===== config.mk =====
export PLATFORM = sky130hd
export DESIGN_NAME = bst_tap
export DESIGN_NICKNAME = d
export VERILOG_FILES = /design/src/core/bst_pkg.sv /design/src/core/bst_tap.sv
export SDC_FILE = /design/constraint.sdc
export NUM_CORES = 1
export LEC_CHECK = 0
export BUFFER_PORTS_ARGS = -buffer_cell sky130_fd_sc_hd__clkbuf_2
export CAP_MARGIN = 10
export CORE_MARGIN = 2
export CORE_UTILIZATION = 41
export DETAILED_ROUTE_END_ITERATION = 12
export PLACE_DENSITY = 0.61
export SLEW_MARGIN = 40
export SYNTH_ARGS = -nofsm -noshare
export SYNTH_HDL_FRONTEND = slang
export SYNTH_SLANG_ARGS = --single-unit

===== constraint.sdc =====
create_clock -name clk -period 2.75 [get_ports clk]
set_input_delay 0.1375 -clock clk [delete_from_list [all_inputs] [get_ports clk]]
set_output_delay 0.1375 -clock clk [all_outputs]
set_load 0.02 [all_outputs]

===== src/core/bst_pkg.sv =====
// Constants, states and instruction codes for the boundary-scan test port
package bst_pkg;
  localparam int          IR_W     = 3;
  localparam int          BSR_W    = 126;
  localparam int          ID_W     = 32;
  localparam logic [2:0]  IR_EXTEST  = 3'h0;
  localparam logic [2:0]  IR_IDCODE  = 3'h1;
  localparam logic [2:0]  IR_SAMPLE  = 3'h2;
  localparam logic [2:0]  IR_CLAMP   = 3'h3;
  localparam logic [2:0]  IR_HIGHZ   = 3'h4;
  localparam logic [2:0]  IR_BYPASS  = 3'h7;
  localparam logic [2:0]  IR_CAPTURE = 3'h1;
  localparam logic        FEAT_NATIVE = 1'h0;
  // Identity fields are arbitrary neutral values
  localparam logic [3:0]  ID_VERSION = 4'h0;
  localparam logic [15:0] ID_DEVICE  = 16'h5a5a;
  localparam logic [10:0] ID_MAKER   = 11'h2aa;
  localparam logic        ID_LSB     = 1'h1;
  typedef enum logic [3:0] {
    ST_RESET  = 4'h0, ST_IDLE   = 4'h1, ST_SEL_DR = 4'h3, ST_CAP_DR = 4'h2,
    ST_SH_DR  = 4'h6, ST_EX1_DR = 4'h7, ST_PA_DR  = 4'h5, ST_EX2_DR = 4'h4,
    ST_UP_DR  = 4'hc, ST_SEL_IR = 4'hd, ST_CAP_IR = 4'hf, ST_SH_IR  = 4'he,
    ST_EX1_IR = 4'ha, ST_PA_IR  = 4'hb, ST_EX2_IR = 4'h9, ST_UP_IR  = 4'h8
  } bst_state_t;
endpackage : bst_pkg


===== src/core/bst_tap.sv =====
// Boundary-scan test access port: controller, instruction and data registers
`timescale 1ns/100ps
module bst_tap (
  // System
  input  wire logic                    clk,
  input  wire logic                    rst_n,
  input  wire logic                    feature_set_select,
  // Test port pins
  input  wire logic                    tap_reset_pin_n,
  input  wire logic                    tap_clock_pin,
  input  wire logic                    tap_mode_select_pin,
  input  wire logic                    tap_serial_in_pin,
  output logic                         tap_serial_out_pin,
  output logic                         tap_serial_out_oe,
  // Boundary cells
  input  wire logic [bst_pkg::BSR_W-1:0] bsr_pin_in,
  input  wire logic [bst_pkg::BSR_W-1:0] bsr_func_out,
  output logic      [bst_pkg::BSR_W-1:0] bsr_pin_out,
  output logic                         pin_out_oe,
  output logic      [bst_pkg::IR_W-1:0]  current_instr
);

  // ****************************************
  // Pin synchronisers and edge detection
  // ****************************************
  logic [1:0] trst_s_r, tck_s_r, tms_s_r, tdi_s_r, fss_s_r;
  logic       tck_d_r;
  always_ff @(posedge clk or negedge rst_n) begin
    if (!rst_n) begin
      trst_s_r <= 2'h0;
      tck_s_r  <= 2'h0;
      tms_s_r  <= 2'h0;
      tdi_s_r  <= 2'h0;
      // Strap reads as disabled until its synchroniser has filled
      fss_s_r  <= {2{~bst_pkg::FEAT_NATIVE}};
      tck_d_r  <= 1'h0;
    end else begin
      trst_s_r <= {trst_s_r[0], tap_reset_pin_n};
      tck_s_r  <= {tck_s_r[0], tap_clock_pin};
      tms_s_r  <= {tms_s_r[0], tap_mode_select_pin};
      tdi_s_r  <= {tdi_s_r[0], tap_serial_in_pin};
      fss_s_r  <= {fss_s_r[0], feature_set_select};
      tck_d_r  <= tck_s_r[1];
    end
  end

  logic enabled, trst_n, tck_rise, tck_fall, tms, tdi;
  assign enabled  = (fss_s_r[1] == bst_pkg::FEAT_NATIVE);
  assign trst_n   = trst_s_r[1];
  assign tck_rise = enabled & tck_s_r[1] & ~tck_d_r;
  assign tck_fall = enabled & ~tck_s_r[1] & tck_d_r;
  assign tms      = tms_s_r[1];
  assign tdi      = tdi_s_r[1];

  // ****************************************
  // Controller
  // ****************************************
  bst_pkg::bst_state_t state_r, state_nxt;
  always_comb begin
    state_nxt = state_r;
    if (tck_rise) begin
      unique case (state_r)
        bst_pkg::ST_RESET:  state_nxt = tms ? bst_pkg::ST_RESET  : bst_pkg::ST_IDLE;
        bst_pkg::ST_IDLE:   state_nxt = tms ? bst_pkg::ST_SEL_DR : bst_pkg::ST_IDLE;
        bst_pkg::ST_SEL_DR: state_nxt = tms ? bst_pkg::ST_SEL_IR : bst_pkg::ST_CAP_DR;
        bst_pkg::ST_CAP_DR: state_nxt = tms ? bst_pkg::ST_EX1_DR : bst_pkg::ST_SH_DR;
        bst_pkg::ST_SH_DR:  state_nxt = tms ? bst_pkg::ST_EX1_DR : bst_pkg::ST_SH_DR;
        bst_pkg::ST_EX1_DR: state_nxt = tms ? bst_pkg::ST_UP_DR  : bst_pkg::ST_PA_DR;
        bst_pkg::ST_PA_DR:  state_nxt = tms ? bst_pkg::ST_EX2_DR : bst_pkg::ST_PA_DR;
        bst_pkg::ST_EX2_DR: state_nxt = tms ? bst_pkg::ST_UP_DR  : bst_pkg::ST_SH_DR;
        bst_pkg::ST_UP_DR:  state_nxt = tms ? bst_pkg::ST_SEL_DR : bst_pkg::ST_IDLE;
        bst_pkg::ST_SEL_IR: state_nxt = tms ? bst_pkg::ST_RESET  : bst_pkg::ST_CAP_IR;
        bst_pkg::ST_CAP_IR: state_nxt = tms ? bst_pkg::ST_EX1_IR : bst_pkg::ST_SH_IR;
        bst_pkg::ST_SH_IR:  state_nxt = tms ? bst_pkg::ST_EX1_IR : bst_pkg::ST_SH_IR;
        bst_pkg::ST_EX1_IR: state_nxt = tms ? bst_pkg::ST_UP_IR  : bst_pkg::ST_PA_IR;
        bst_pkg::ST_PA_IR:  state_nxt = tms ? bst_pkg::ST_EX2_IR : bst_pkg::ST_PA_IR;
        bst_pkg::ST_EX2_IR: state_nxt = tms ? bst_pkg::ST_UP_IR  : bst_pkg::ST_SH_IR;
        bst_pkg::ST_UP_IR:  state_nxt = tms ? bst_pkg::ST_SEL_DR : bst_pkg::ST_IDLE;
      endcase
    end
    // Disabled port parks in reset so functional logic is untouched
    if (!trst_n || !enabled) begin
      state_nxt = bst_pkg::ST_RESET;
    end
  end

  // ****************************************
  // Instruction register
  // ****************************************
  logic [bst_pkg::IR_W-1:0] ir_sh_r, ir_sh_nxt, ir_r, ir_nxt;
  always_comb begin
    ir_sh_nxt = ir_sh_r;
    ir_nxt    = ir_r;
    if (tck_rise && state_r == bst_pkg::ST_CAP_IR) begin
      ir_sh_nxt = bst_pkg::IR_CAPTURE;
    end else if (tck_rise && state_r == bst_pkg::ST_SH_IR) begin
      ir_sh_nxt = {tdi, ir_sh_r[bst_pkg::IR_W-1:1]};
    end
    if (tck_fall && state_r == bst_pkg::ST_UP_IR) begin
      ir_nxt = ir_sh_r;
    end
    if (state_r == bst_pkg::ST_RESET) begin
      ir_nxt = bst_pkg::IR_IDCODE;
    end
  end

  // ****************************************
  // Instruction decode
  // ****************************************
  function automatic logic sel_bsr(input logic [bst_pkg::IR_W-1:0] ir);
    sel_bsr = (ir == bst_pkg::IR_SAMPLE) || (ir == bst_pkg::IR_EXTEST);
  endfunction : sel_bsr

  function automatic logic sel_id(input logic [bst_pkg::IR_W-1:0] ir);
    sel_id = (ir == bst_pkg::IR_IDCODE);
  endfunction : sel_id

  // ****************************************
  // Data registers
  // ****************************************
  logic [bst_pkg::BSR_W-1:0] bsr_sh_r, bsr_sh_nxt, bsr_lat_r, bsr_lat_nxt;
  logic [bst_pkg::ID_W-1:0]  id_sh_r, id_sh_nxt, id_lat_r, id_lat_nxt;
  logic                      byp_r, byp_nxt;
  logic [bst_pkg::ID_W-1:0]  id_code;
  assign id_code = {bst_pkg::ID_VERSION, bst_pkg::ID_DEVICE,
                    bst_pkg::ID_MAKER, bst_pkg::ID_LSB};

  always_comb begin
    bsr_sh_nxt  = bsr_sh_r;
    bsr_lat_nxt = bsr_lat_r;
    id_sh_nxt   = id_sh_r;
    id_lat_nxt  = id_lat_r;
    byp_nxt     = byp_r;
    if (tck_rise && state_r == bst_pkg::ST_CAP_DR) begin
      if (sel_bsr(ir_r)) begin
        bsr_sh_nxt = bsr_pin_in;
      end else if (sel_id(ir_r)) begin
        id_sh_nxt = id_code;
      end else begin
        byp_nxt = 1'h0;
      end
    end else if (tck_rise && state_r == bst_pkg::ST_SH_DR) begin
      if (sel_bsr(ir_r)) begin
        bsr_sh_nxt = {tdi, bsr_sh_r[bst_pkg::BSR_W-1:1]};
      end else if (sel_id(ir_r)) begin
        id_sh_nxt = {tdi, id_sh_r[bst_pkg::ID_W-1:1]};
      end else begin
        byp_nxt = tdi;
      end
    end
    if (tck_fall && state_r == bst_pkg::ST_UP_DR) begin
      if (sel_bsr(ir_r)) begin
        bsr_lat_nxt = bsr_sh_r;
      end else if (sel_id(ir_r)) begin
        id_lat_nxt = id_sh_r;
      end
    end
  end

  // ****************************************
  // Serial out, changes on falling edge as the standard port does
  // ****************************************
  logic tdo_r, tdo_nxt, tdo_oe_r, tdo_oe_nxt;
  always_comb begin
    tdo_nxt    = tdo_r;
    tdo_oe_nxt = tdo_oe_r;
    if (tck_fall) begin
      tdo_oe_nxt = (state_r == bst_pkg::ST_SH_DR) || (state_r == bst_pkg::ST_SH_IR);
      if (state_r == bst_pkg::ST_SH_IR) begin
        tdo_nxt = ir_sh_r[0];
      end else if (sel_bsr(ir_r)) begin
        tdo_nxt = bsr_sh_r[0];
      end else if (sel_id(ir_r)) begin
        tdo_nxt = id_sh_r[0];
      end else begin
        tdo_nxt = byp_r;
      end
    end
    if (!enabled) begin
      tdo_oe_nxt = 1'h0;
    end
  end

  always_ff @(posedge clk or negedge rst_n) begin
    if (!rst_n) begin
      state_r   <= bst_pkg::ST_RESET;
      ir_sh_r   <= bst_pkg::IR_IDCODE;
      ir_r      <= bst_pkg::IR_IDCODE;
      bsr_sh_r  <= '0;
      bsr_lat_r <= '0;
      id_sh_r   <= '0;
      id_lat_r  <= '0;
      byp_r     <= 1'h0;
      tdo_r     <= 1'h0;
      tdo_oe_r  <= 1'h0;
    end else begin
      state_r   <= state_nxt;
      ir_sh_r   <= ir_sh_nxt;
      ir_r      <= ir_nxt;
      bsr_sh_r  <= bsr_sh_nxt;
      bsr_lat_r <= bsr_lat_nxt;
      id_sh_r   <= id_sh_nxt;
      id_lat_r  <= id_lat_nxt;
      byp_r     <= byp_nxt;
      tdo_r     <= tdo_nxt;
      tdo_oe_r  <= tdo_oe_nxt;
    end
  end

  // ****************************************
  // Pin muxing
  // ****************************************
  logic test_drive;
  assign test_drive = (ir_r == bst_pkg::IR_EXTEST) || (ir_r == bst_pkg::IR_CLAMP);
  assign bsr_pin_out        = test_drive ? bsr_lat_r : bsr_func_out;
  assign pin_out_oe         = (ir_r != bst_pkg::IR_HIGHZ);
  assign tap_serial_out_pin = tdo_r;
  assign tap_serial_out_oe  = tdo_oe_r;
  assign current_instr      = ir_r;

  // ****************************************
  // Assertions
  // ****************************************
  sel_ir_exit_a: assert property (@(posedge clk) disable iff (!rst_n)
    (tck_rise && trst_n && state_r == bst_pkg::ST_SEL_IR && tms)
      |=> state_r == bst_pkg::ST_RESET)
    else $error("select-IR with mode high did not reset");
  exit2_ir_a: assert property (@(posedge clk) disable iff (!rst_n)
    (tck_rise && trst_n && state_r == bst_pkg::ST_EX2_IR)
      |=> state_r == (tms ? bst_pkg::ST_UP_IR : bst_pkg::ST_SH_IR))
    else $error("exit2-IR branch wrong");
  update_next_a: assert property (@(posedge clk) disable iff (!rst_n)
    (tck_rise && trst_n && (state_r == bst_pkg::ST_UP_IR || state_r == bst_pkg::ST_UP_DR))
      |=> state_r == (tms ? bst_pkg::ST_SEL_DR : bst_pkg::ST_IDLE))
    else $error("update state branch wrong");
  cap_ir_load_a: assert property (@(posedge clk) disable iff (!rst_n)
    (tck_rise && state_r == bst_pkg::ST_CAP_IR) |=> ir_sh_r == bst_pkg::IR_CAPTURE)
    else $error("capture-IR value wrong");
  ir_latch_a: assert property (@(posedge clk) disable iff (!rst_n)
    (tck_fall && state_r == bst_pkg::ST_UP_IR) |=> ir_r == $past(ir_sh_r))
    else $error("instruction not latched");
  ir_stable_a: assert property (@(posedge clk) disable iff (!rst_n)
    (state_r == bst_pkg::ST_SH_IR && $past(state_r) == bst_pkg::ST_SH_IR) |-> $stable(ir_r))
    else $error("instruction changed while shifting");
  reset_idcode_a: assert property (@(posedge clk) disable iff (!rst_n)
    (state_r == bst_pkg::ST_RESET) |=> ir_r == bst_pkg::IR_IDCODE)
    else $error("reset state without idcode");
  trst_force_a: assert property (@(posedge clk) disable iff (!rst_n)
    !trst_n |=> state_r == bst_pkg::ST_RESET)
    else $error("test reset ignored");
  id_capture_a: assert property (@(posedge clk) disable iff (!rst_n)
    (tck_rise && state_r == bst_pkg::ST_CAP_DR && sel_id(ir_r)) |=> id_sh_r == id_code)
    else $error("id code not captured");
  highz_oe_a: assert property (@(posedge clk) disable iff (!rst_n)
    (ir_r == bst_pkg::IR_HIGHZ) |-> !pin_out_oe)
    else $error("outputs driven under highz");
  port_disabled_a: assert property (@(posedge clk) disable iff (!rst_n)
    !enabled |=> state_r == bst_pkg::ST_RESET && !tap_serial_out_oe)
    else $error("port active while disabled");
  exit1_ir_a: assert property (@(posedge clk) disable iff (!rst_n)
    (tck_rise && trst_n && state_r == bst_pkg::ST_EX1_IR)
      |=> state_r == (tms ? bst_pkg::ST_UP_IR : bst_pkg::ST_PA_IR))
    else $error("exit1-IR branch wrong");
  pause_ir_a: assert property (@(posedge clk) disable iff (!rst_n)
    (tck_rise && trst_n && state_r == bst_pkg::ST_PA_IR)
      |=> state_r == (tms ? bst_pkg::ST_EX2_IR : bst_pkg::ST_PA_IR))
    else $error("pause-IR branch wrong");
  pause_hold_a: assert property (@(posedge clk) disable iff (!rst_n)
    (state_r == bst_pkg::ST_PA_IR) |=> ir_sh_r == $past(ir_sh_r))
    else $error("instruction shifted while paused");
  sel_ir_hold_a: assert property (@(posedge clk) disable iff (!rst_n)
    (state_r == bst_pkg::ST_SEL_IR)
      |=> ir_r == $past(ir_r) && ir_sh_r == $past(ir_sh_r) && bsr_sh_r == $past(bsr_sh_r))
    else $error("registers changed in select-IR");
  shift_ir_a: assert property (@(posedge clk) disable iff (!rst_n)
    (tck_rise && state_r == bst_pkg::ST_SH_IR)
      |=> ir_sh_r == {$past(tdi), $past(ir_sh_r[bst_pkg::IR_W-1:1])})
    else $error("instruction shift wrong");
  ir_serial_a: assert property (@(posedge clk) disable iff (!rst_n)
    (tck_fall && state_r == bst_pkg::ST_SH_IR)
      |=> tap_serial_out_oe && tap_serial_out_pin == $past(ir_sh_r[0]))
    else $error("instruction bit not on serial out");
  rise_only_a: assert property (@(posedge clk) disable iff (!rst_n)
    (!tck_rise && trst_n && enabled) |=> state_r == $past(state_r))
    else $error("state moved without a test clock rise");
  bsr_capture_a: assert property (@(posedge clk) disable iff (!rst_n)
    (tck_rise && state_r == bst_pkg::ST_CAP_DR && sel_bsr(ir_r))
      |=> bsr_sh_r == $past(bsr_pin_in))
    else $error("pins not captured");
  bsr_hold_a: assert property (@(posedge clk) disable iff (!rst_n)
    !sel_bsr(ir_r) |=> bsr_sh_r == $past(bsr_sh_r))
    else $error("unselected boundary register moved");
  bsr_serial_a: assert property (@(posedge clk) disable iff (!rst_n)
    (tck_fall && state_r == bst_pkg::ST_SH_DR && ir_r == bst_pkg::IR_SAMPLE)
      |=> tap_serial_out_pin == $past(bsr_sh_r[0]))
    else $error("boundary bit not on serial out");
  dr_latch_a: assert property (@(posedge clk) disable iff (!rst_n)
    (tck_fall && state_r == bst_pkg::ST_UP_DR && sel_bsr(ir_r))
      |=> bsr_lat_r == $past(bsr_sh_r))
    else $error("boundary latch not updated");
  extest_drive_a: assert property (@(posedge clk) disable iff (!rst_n)
    (ir_r == bst_pkg::IR_EXTEST) |-> pin_out_oe && bsr_pin_out == bsr_lat_r)
    else $error("extest outputs not from latches");
  clamp_hold_a: assert property (@(posedge clk) disable iff (!rst_n)
    (ir_r == bst_pkg::IR_CLAMP && $past(ir_r) == bst_pkg::IR_CLAMP) |-> $stable(bsr_pin_out))
    else $error("outputs changed under clamp");
  sample_pass_a: assert property (@(posedge clk) disable iff (!rst_n)
    (ir_r == bst_pkg::IR_SAMPLE) |-> bsr_pin_out == bsr_func_out)
    else $error("sample disturbed functional outputs");
  byp_capture_a: assert property (@(posedge clk) disable iff (!rst_n)
    (tck_rise && state_r == bst_pkg::ST_CAP_DR && !sel_bsr(ir_r) && !sel_id(ir_r))
      |=> !byp_r)
    else $error("bypass capture not zero");
  byp_shift_a: assert property (@(posedge clk) disable iff (!rst_n)
    (tck_rise && state_r == bst_pkg::ST_SH_DR && !sel_bsr(ir_r) && !sel_id(ir_r))
      |=> byp_r == $past(tdi))
    else $error("bypass stage did not take serial in");
  byp_serial_a: assert property (@(posedge clk) disable iff (!rst_n)
    (tck_fall && state_r == bst_pkg::ST_SH_DR
      && (ir_r == bst_pkg::IR_CLAMP || ir_r == bst_pkg::IR_HIGHZ))
      |=> tap_serial_out_pin == $past(byp_r))
    else $error("bypass bit not on serial out");
  id_shift_a: assert property (@(posedge clk) disable iff (!rst_n)
    (tck_rise && state_r == bst_pkg::ST_SH_DR && sel_id(ir_r))
      |=> id_sh_r == {$past(tdi), $past(id_sh_r[bst_pkg::ID_W-1:1])})
    else $error("id shift wrong");
  id_latch_a: assert property (@(posedge clk) disable iff (!rst_n)
    (tck_fall && state_r == bst_pkg::ST_UP_DR && sel_id(ir_r))
      |=> id_lat_r == $past(id_sh_r))
    else $error("id latch not updated");

  // ****************************************
  // Cover points
  // ****************************************
  c_ir_scan_c: cover property (@(posedge clk) disable iff (!rst_n)
    state_r == bst_pkg::ST_UP_IR && tck_fall);
  c_dr_scan_c: cover property (@(posedge clk) disable iff (!rst_n)
    state_r == bst_pkg::ST_UP_DR && tck_fall && sel_bsr(ir_r));
  c_pause_c: cover property (@(posedge clk) disable iff (!rst_n)
    state_r == bst_pkg::ST_EX2_IR && tck_rise && !tms);
  c_extest_c: cover property (@(posedge clk) disable iff (!rst_n)
    ir_r == bst_pkg::IR_EXTEST && state_r == bst_pkg::ST_UP_DR && tck_fall);
  c_trst_c: cover property (@(posedge clk) disable iff (!rst_n)
    !trst_n && state_r == bst_pkg::ST_IDLE);

endmodule : bst_tap


# Word level (Yosys, flattened, before mapping)

Index checks and enable logic that the tools add are counted.

Bits in registers: 308
Latch bits: 0
Memory bits (writable): 0
Memory bits (read-only): 0
Input port bits: 259
Output and inout port bits: 132
Memories: 0

$add $sub $neg: 0
Multipliers: 0
Divide/modulo/power cells: 0
Order comparisons: 0
Equality and inequality tests: 19
Shifts and indexed selects: 0
Mux-type cells: 41
Bitwise operators: 9
Reductions and logical operators: 25

Operators with widths:

| kind                 | number |
|---|---|
| $mux W126            | 5 |
| $mux W32             | 6 |
| $pmux W4 S12         | 1 |
| $eq A4 B4 Y1 const B | 8 |
| $mux W4              | 6 |
| $mux W3              | 6 |
| $eq A4 B3 Y1 const B | 4 |
| $mux W1              | 14 |
| $reduce_bool A2 Y1   | 5 |
| $eq A4 B2 Y1 const B | 2 |
| $eq A3 B2 Y1 const B | 2 |
| $logic_and A1 B1 Y1  | 6 |
| $mux W2              | 3 |
| $reduce_and A3 Y1    | 2 |
| $not A1 Y1           | 5 |
| $and A1 B1 Y1        | 4 |
| $eq A4 B1 Y1 const B | 1 |
| $logic_not A4 Y1     | 1 |
| $logic_or A1 B1 Y1   | 4 |
| $reduce_and A2 Y1    | 2 |
| $reduce_or A2 Y1     | 2 |
| $eq A3 B1 Y1 const B | 1 |
| $logic_not A3 Y1     | 1 |
| $ne A3 B3 Y1 const B | 1 |
| 2 further kinds      | 2 |

# Depth between registers and ports, before layout

Word-level depth: 6
Gate-level depth with buffers: 9
Mapped depth without buffers: 4

# Worst setup path after synthesis

OpenSTA, ideal clock, no wires.

Path kind: reg-to-output
Start: reg ir_r (netlist bit current_instr[0])
End: out bsr_pin_out[100] in the netlist's numbering
Arrival: 2.148 ns
Required time: 2.612 ns
Setup slack: 0.465 ns
Cell stages (with the launch flop): 6
Buffers on the path: 2
Cell sequence: dfstp_2 > xor2_1 > nor2_1 > clkbuf_1 > clkbuf_1 > mux2_2

Longest elaborated chain between the ends: 3

RTL lines:

| item                                                    | RTL line       | source |
|---|---|---|
| start, declared                                         | bst_tap.sv:90  | `logic [bst_pkg::IR_W-1:0] ir_sh_r, ir_sh_nxt, ir_r, ir_nxt;` |
| start signal, assigned                                  | bst_tap.sv:188 | `ir_r <= bst_pkg::IR_IDCODE;` |
| start signal, assigned                                  | bst_tap.sv:199 | `ir_r <= ir_nxt;` |
| $eq A3 B2 Y1 / $logic_not A3 Y1 (equally long branches) | bst_tap.sv:214 | `assign test_drive = (ir_r == bst_pkg::IR_EXTEST) \|\| (ir_r == bst_pkg::IR_CLAMP);` |
| $logic_or A1 B1 Y1 (*)                                  | bst_tap.sv:214 |  |
| $mux W126 (*)                                           | bst_tap.sv:215 | `assign bsr_pin_out = test_drive ? bsr_lat_r : bsr_func_out;` |
| end, declared                                           | bst_tap.sv:18  | `output logic [bst_pkg::BSR_W-1:0] bsr_pin_out,` |

Every way passes the cells marked *; elsewhere a longest branch is shown, timed or not.

# Worst setup path after layout

Start: reg ir_r (netlist bit current_instr[0])
End: out bsr_pin_out[55] in the netlist's numbering

Same word-level chain as after synthesis.

==> impl_metrics.json <==
{
  "combinationalPowerShare_pct": 8.9,
  "final_util_pct": 55.5,
  "finalHoldViolCount": 0,
  "ctsHoldBuffers": 132,
  "yosysSeqAreaShare_pct": 53.8,
  "crit_path_start_kind": "register",
  "wl_per_cell_um": 16.2,
  "wl_met1_um": 15700,
  "end_kind": "primary output",
  "post_synth.cell_area_avg_sq_um": 11.8,
  "hpwlAfterDp_um": 23900,
  "drive_gt1_share_pct": 39.8,
  "wl_met2_um": 17400,
  "numCtsBuffers": 35,
  "area_growth_pct": 33.7,
  "synth_cells": 1211,
  "layout_common_cells": "389 x clkbuf_2, 303 x dfrtp_1, 213 x mux2_2, 183 x nand2_1, 145 x o21ai_0",
  "synth_nets": 1470,
  "clkPwrFrac_pct": 45.3,
  "cts_resized": 0,
  "reg2regPathDepth": 4,
  "share_seq_of_total_power_pct": 45.8,
  "core_sq_um": 34500,
  "root_buffer": "clkbuf_16",
  "max-vdd-ir-drop_v": 0.000339,
  "ant_nets": 0,
  "die_y_um": 191,
  "finalCriticalPeriod_ps": 2530,
  "fmax_mhz": 396,
  "critPathRequiredTime_ps": 2610,
  "clock-sinks": 308,
  "via_per_inst": 4.86,
  "final.setup.tns_ps": 0,
  "p_leak_nw": 9.21,
  "synth_cell_types": 39,
  "p_sw_mw": 2.31,
  "criticalPathCategory": "reg2out",
  "final_cells": 2181,
  "place_congestion": 0.833,
  "first_pass_iters": 4,
  "io_buffer_count": 390,
  "post-cts-setup-buffers": 0,
  "clk_pin_slew_worst_paths_ps": 60,
  "final_common_cell": "clkbuf_2",
  "worst-path-stages": 5,
  "antenna_found_initial": 3,
  "grt_max_degree": 150,
  "yosys_warnings": 0,
  "cts_max_path_buffers": 3,
  "cp_slowest_stage_delay_ps": 620,
  "slew-limit-headroom_pct": 54.9,
  "critPathMaxFanout": 69,
  "slew_violations": 0,
  "critical_path.slowest_cell": "dfstp_2",
  "rows": 68,
  "htree_levels": 2,
  "worst_slew_pin_slew_ps": 677,
  "final-setup-viol-count": 0,
  "wl_um": 35200,
  "vias": 10600,
  "synth_edf_count": 0,
  "fin_skew_ps": 20.4,
  "drc": 0,
  "initial_core_util_pct": 41.5,
  "async_reset_ff_share_pct": 100,
  "dp.cells": 1985,
  "p_int_mw": 7.78,
  "path_delay_family": "flip-flops",
  "cp_num_buf_inv": 2,
  "worstPathArrival_ps": 2390,
  "grt_pass1_wl_um": 55200,
  "synth_area_sq_um": 14300,
  "io_pins": 391,
  "outcome": "completed",
  "min_path_type": "in2async",
  "clock_latency_ps": 510,
  "grt_pass1_vias": 10500,
  "cts_tree": "built",
  "grt_overflow_total": 0,
  "cp_cell_sequence": "xor2_1, nor2_4, buf_12, mux2_2, clkbuf_2",
  "grt_util_all_layers_pct": 18.9,
  "finalCritPeriodShare_pct": 91.9,
  "dieArea_sq_um": 36500,
  "synth-seq-cells": 308,
  "dr_wl_met3_um": 1410,
  "grt_setup_unrepaired": "no",
  "dieWidth_um": 191,
  "p_per_area_nw_per_um2": 526,
  "maxCapViolations": 0,
  "drtIter0Drc": 468,
  "synth-main-ff-cell": "dfrtp_1",
  "sw_frac_of_total_pct": 22.9,
  "fin_nets": 1958,
  "dr.max_layer_used": "met5"
}
[layer usage]
metal,vias to the layer above,GRT usage [%]
met4,2,5.15
met1,5091,25.3
met3,49,2.90
met2,241,31.9
met5,-,0
li1,5222,-
[layout make-up]
type | instances | area, sq um
Antenna cell | 2 | 5.00
Sequential cell | 308 | 7720
Timing Repair Buffer | 539 | 3540
Clock buffer | 52 | 1040
Multi-Input combinational cell | 811 | 6190
Inverter | 4 | 15.0
Fill cell | 3030 | 15400
Tap cell | 455 | 569
Clock inverter | 10 | 103
[worst reg2reg max path, delay by kind of cell, from the launching register on]
kind,cells,cell delay [ps]
and+or+nand+nor,2,970
buffers and inverters,1,370
DFF,1,420
muxes,1,510
[flip-flops by register name, indices dropped and copies added, names as in the netlist]
| register | cells |
|---|---|
| bsr_lat_r | 126 |
| bsr_sh_r | 126 |
| id_sh_r | 32 |
| state_r | 4 |
| current_instr | 3 |
| ir_sh_r | 3 |
| fss_s_r | 2 |
| tck_s_r | 2 |
| tdi_s_r | 2 |
| tms_s_r | 2 |
| trst_s_r | 2 |
| byp_r | 1 |
| tap_serial_out_oe | 1 |
| tap_serial_out_pin | 1 |
| tck_d_r | 1 |
[final timing paths]
path                            slack [ps]              end        startpoint
worst max-delay path                   220  bsr_pin_out[55]  current_instr[0]
worst min-delay path                   210    bsr_lat_r[82]             rst_n
worst max register to register         380    bsr_lat_r[83]        tck_s_r[1]
worst min register to register         340       tdi_s_r[1]        tdi_s_r[0]
max in group asynchronous             1710     bsr_sh_r[87]             rst_n
min in group clk                       290       tck_s_r[0]     tap_clock_pin
[cell usage after synthesis, types with 2 or more instances]
master	instances	share of area (%)
a21oi_1	8	0.28
a22o_1	5	0.31
a32oi_1	2	0.12
buf_2	13	0.45
buf_4	6	0.31
buf_6	9	0.71
clkbuf_1	60	1.6
dfrtp_1	304	53
dfstp_2	4	0.73
inv_1	4	0.10
mux2_1	40	3.1
mux2_2	213	17
mux2i_1	126	8.8
nand2_1	183	4.8
nand2b_1	7	0.31
nand3b_1	3	0.16
nand4_1	2	0.087
nor2_1	9	0.24
nor2b_1	20	0.87
nor3_1	4	0.14
o211ai_1	2	0.10
o21ai_0	145	5.1
o21ai_1	21	0.73
o31ai_1	3	0.16
or2_2	2	0.087
or3_1	2	0.087
or3b_2	2	0.12
[kinds of logic after synthesis]
group	Yosys count	synth area share (%)
flip-flops	308	53.8
XOR/XNOR	1	0.0611
AND/OR/NAND/NOR	239	7.26
buffers and inverters	92	3.15
AO/OA/AOI/OAI	192	7.13
multiplexers	379	28.6
[per-stage QoR]
step	total power [mW]	cell area [sq um]	worst slack (ps)	hold slack, ps
after floorplan	5.03	14300	465	-158
after global placement	5.44	16700	439	176
after detailed placement	5.45	16700	379	183
after CTS	10.2	19200	191	232
after global routing	10.5	19200	141	269
final	10.1	19200	222	212
[power groups by stage]
stage          Clock [mW]  Sequential, mW  Combinational [mW]
5_1_grt              4.88            4.63               0.983
3_3_place_gp            0            4.70               0.741
3_5_place_dp            0            4.70               0.749
6_report             4.56            4.62               0.898
4_1_cts              4.68            4.62               0.911
2_1_floorplan           0            4.70               0.334
Note: power is estimated with default switching activity, not from simulation.
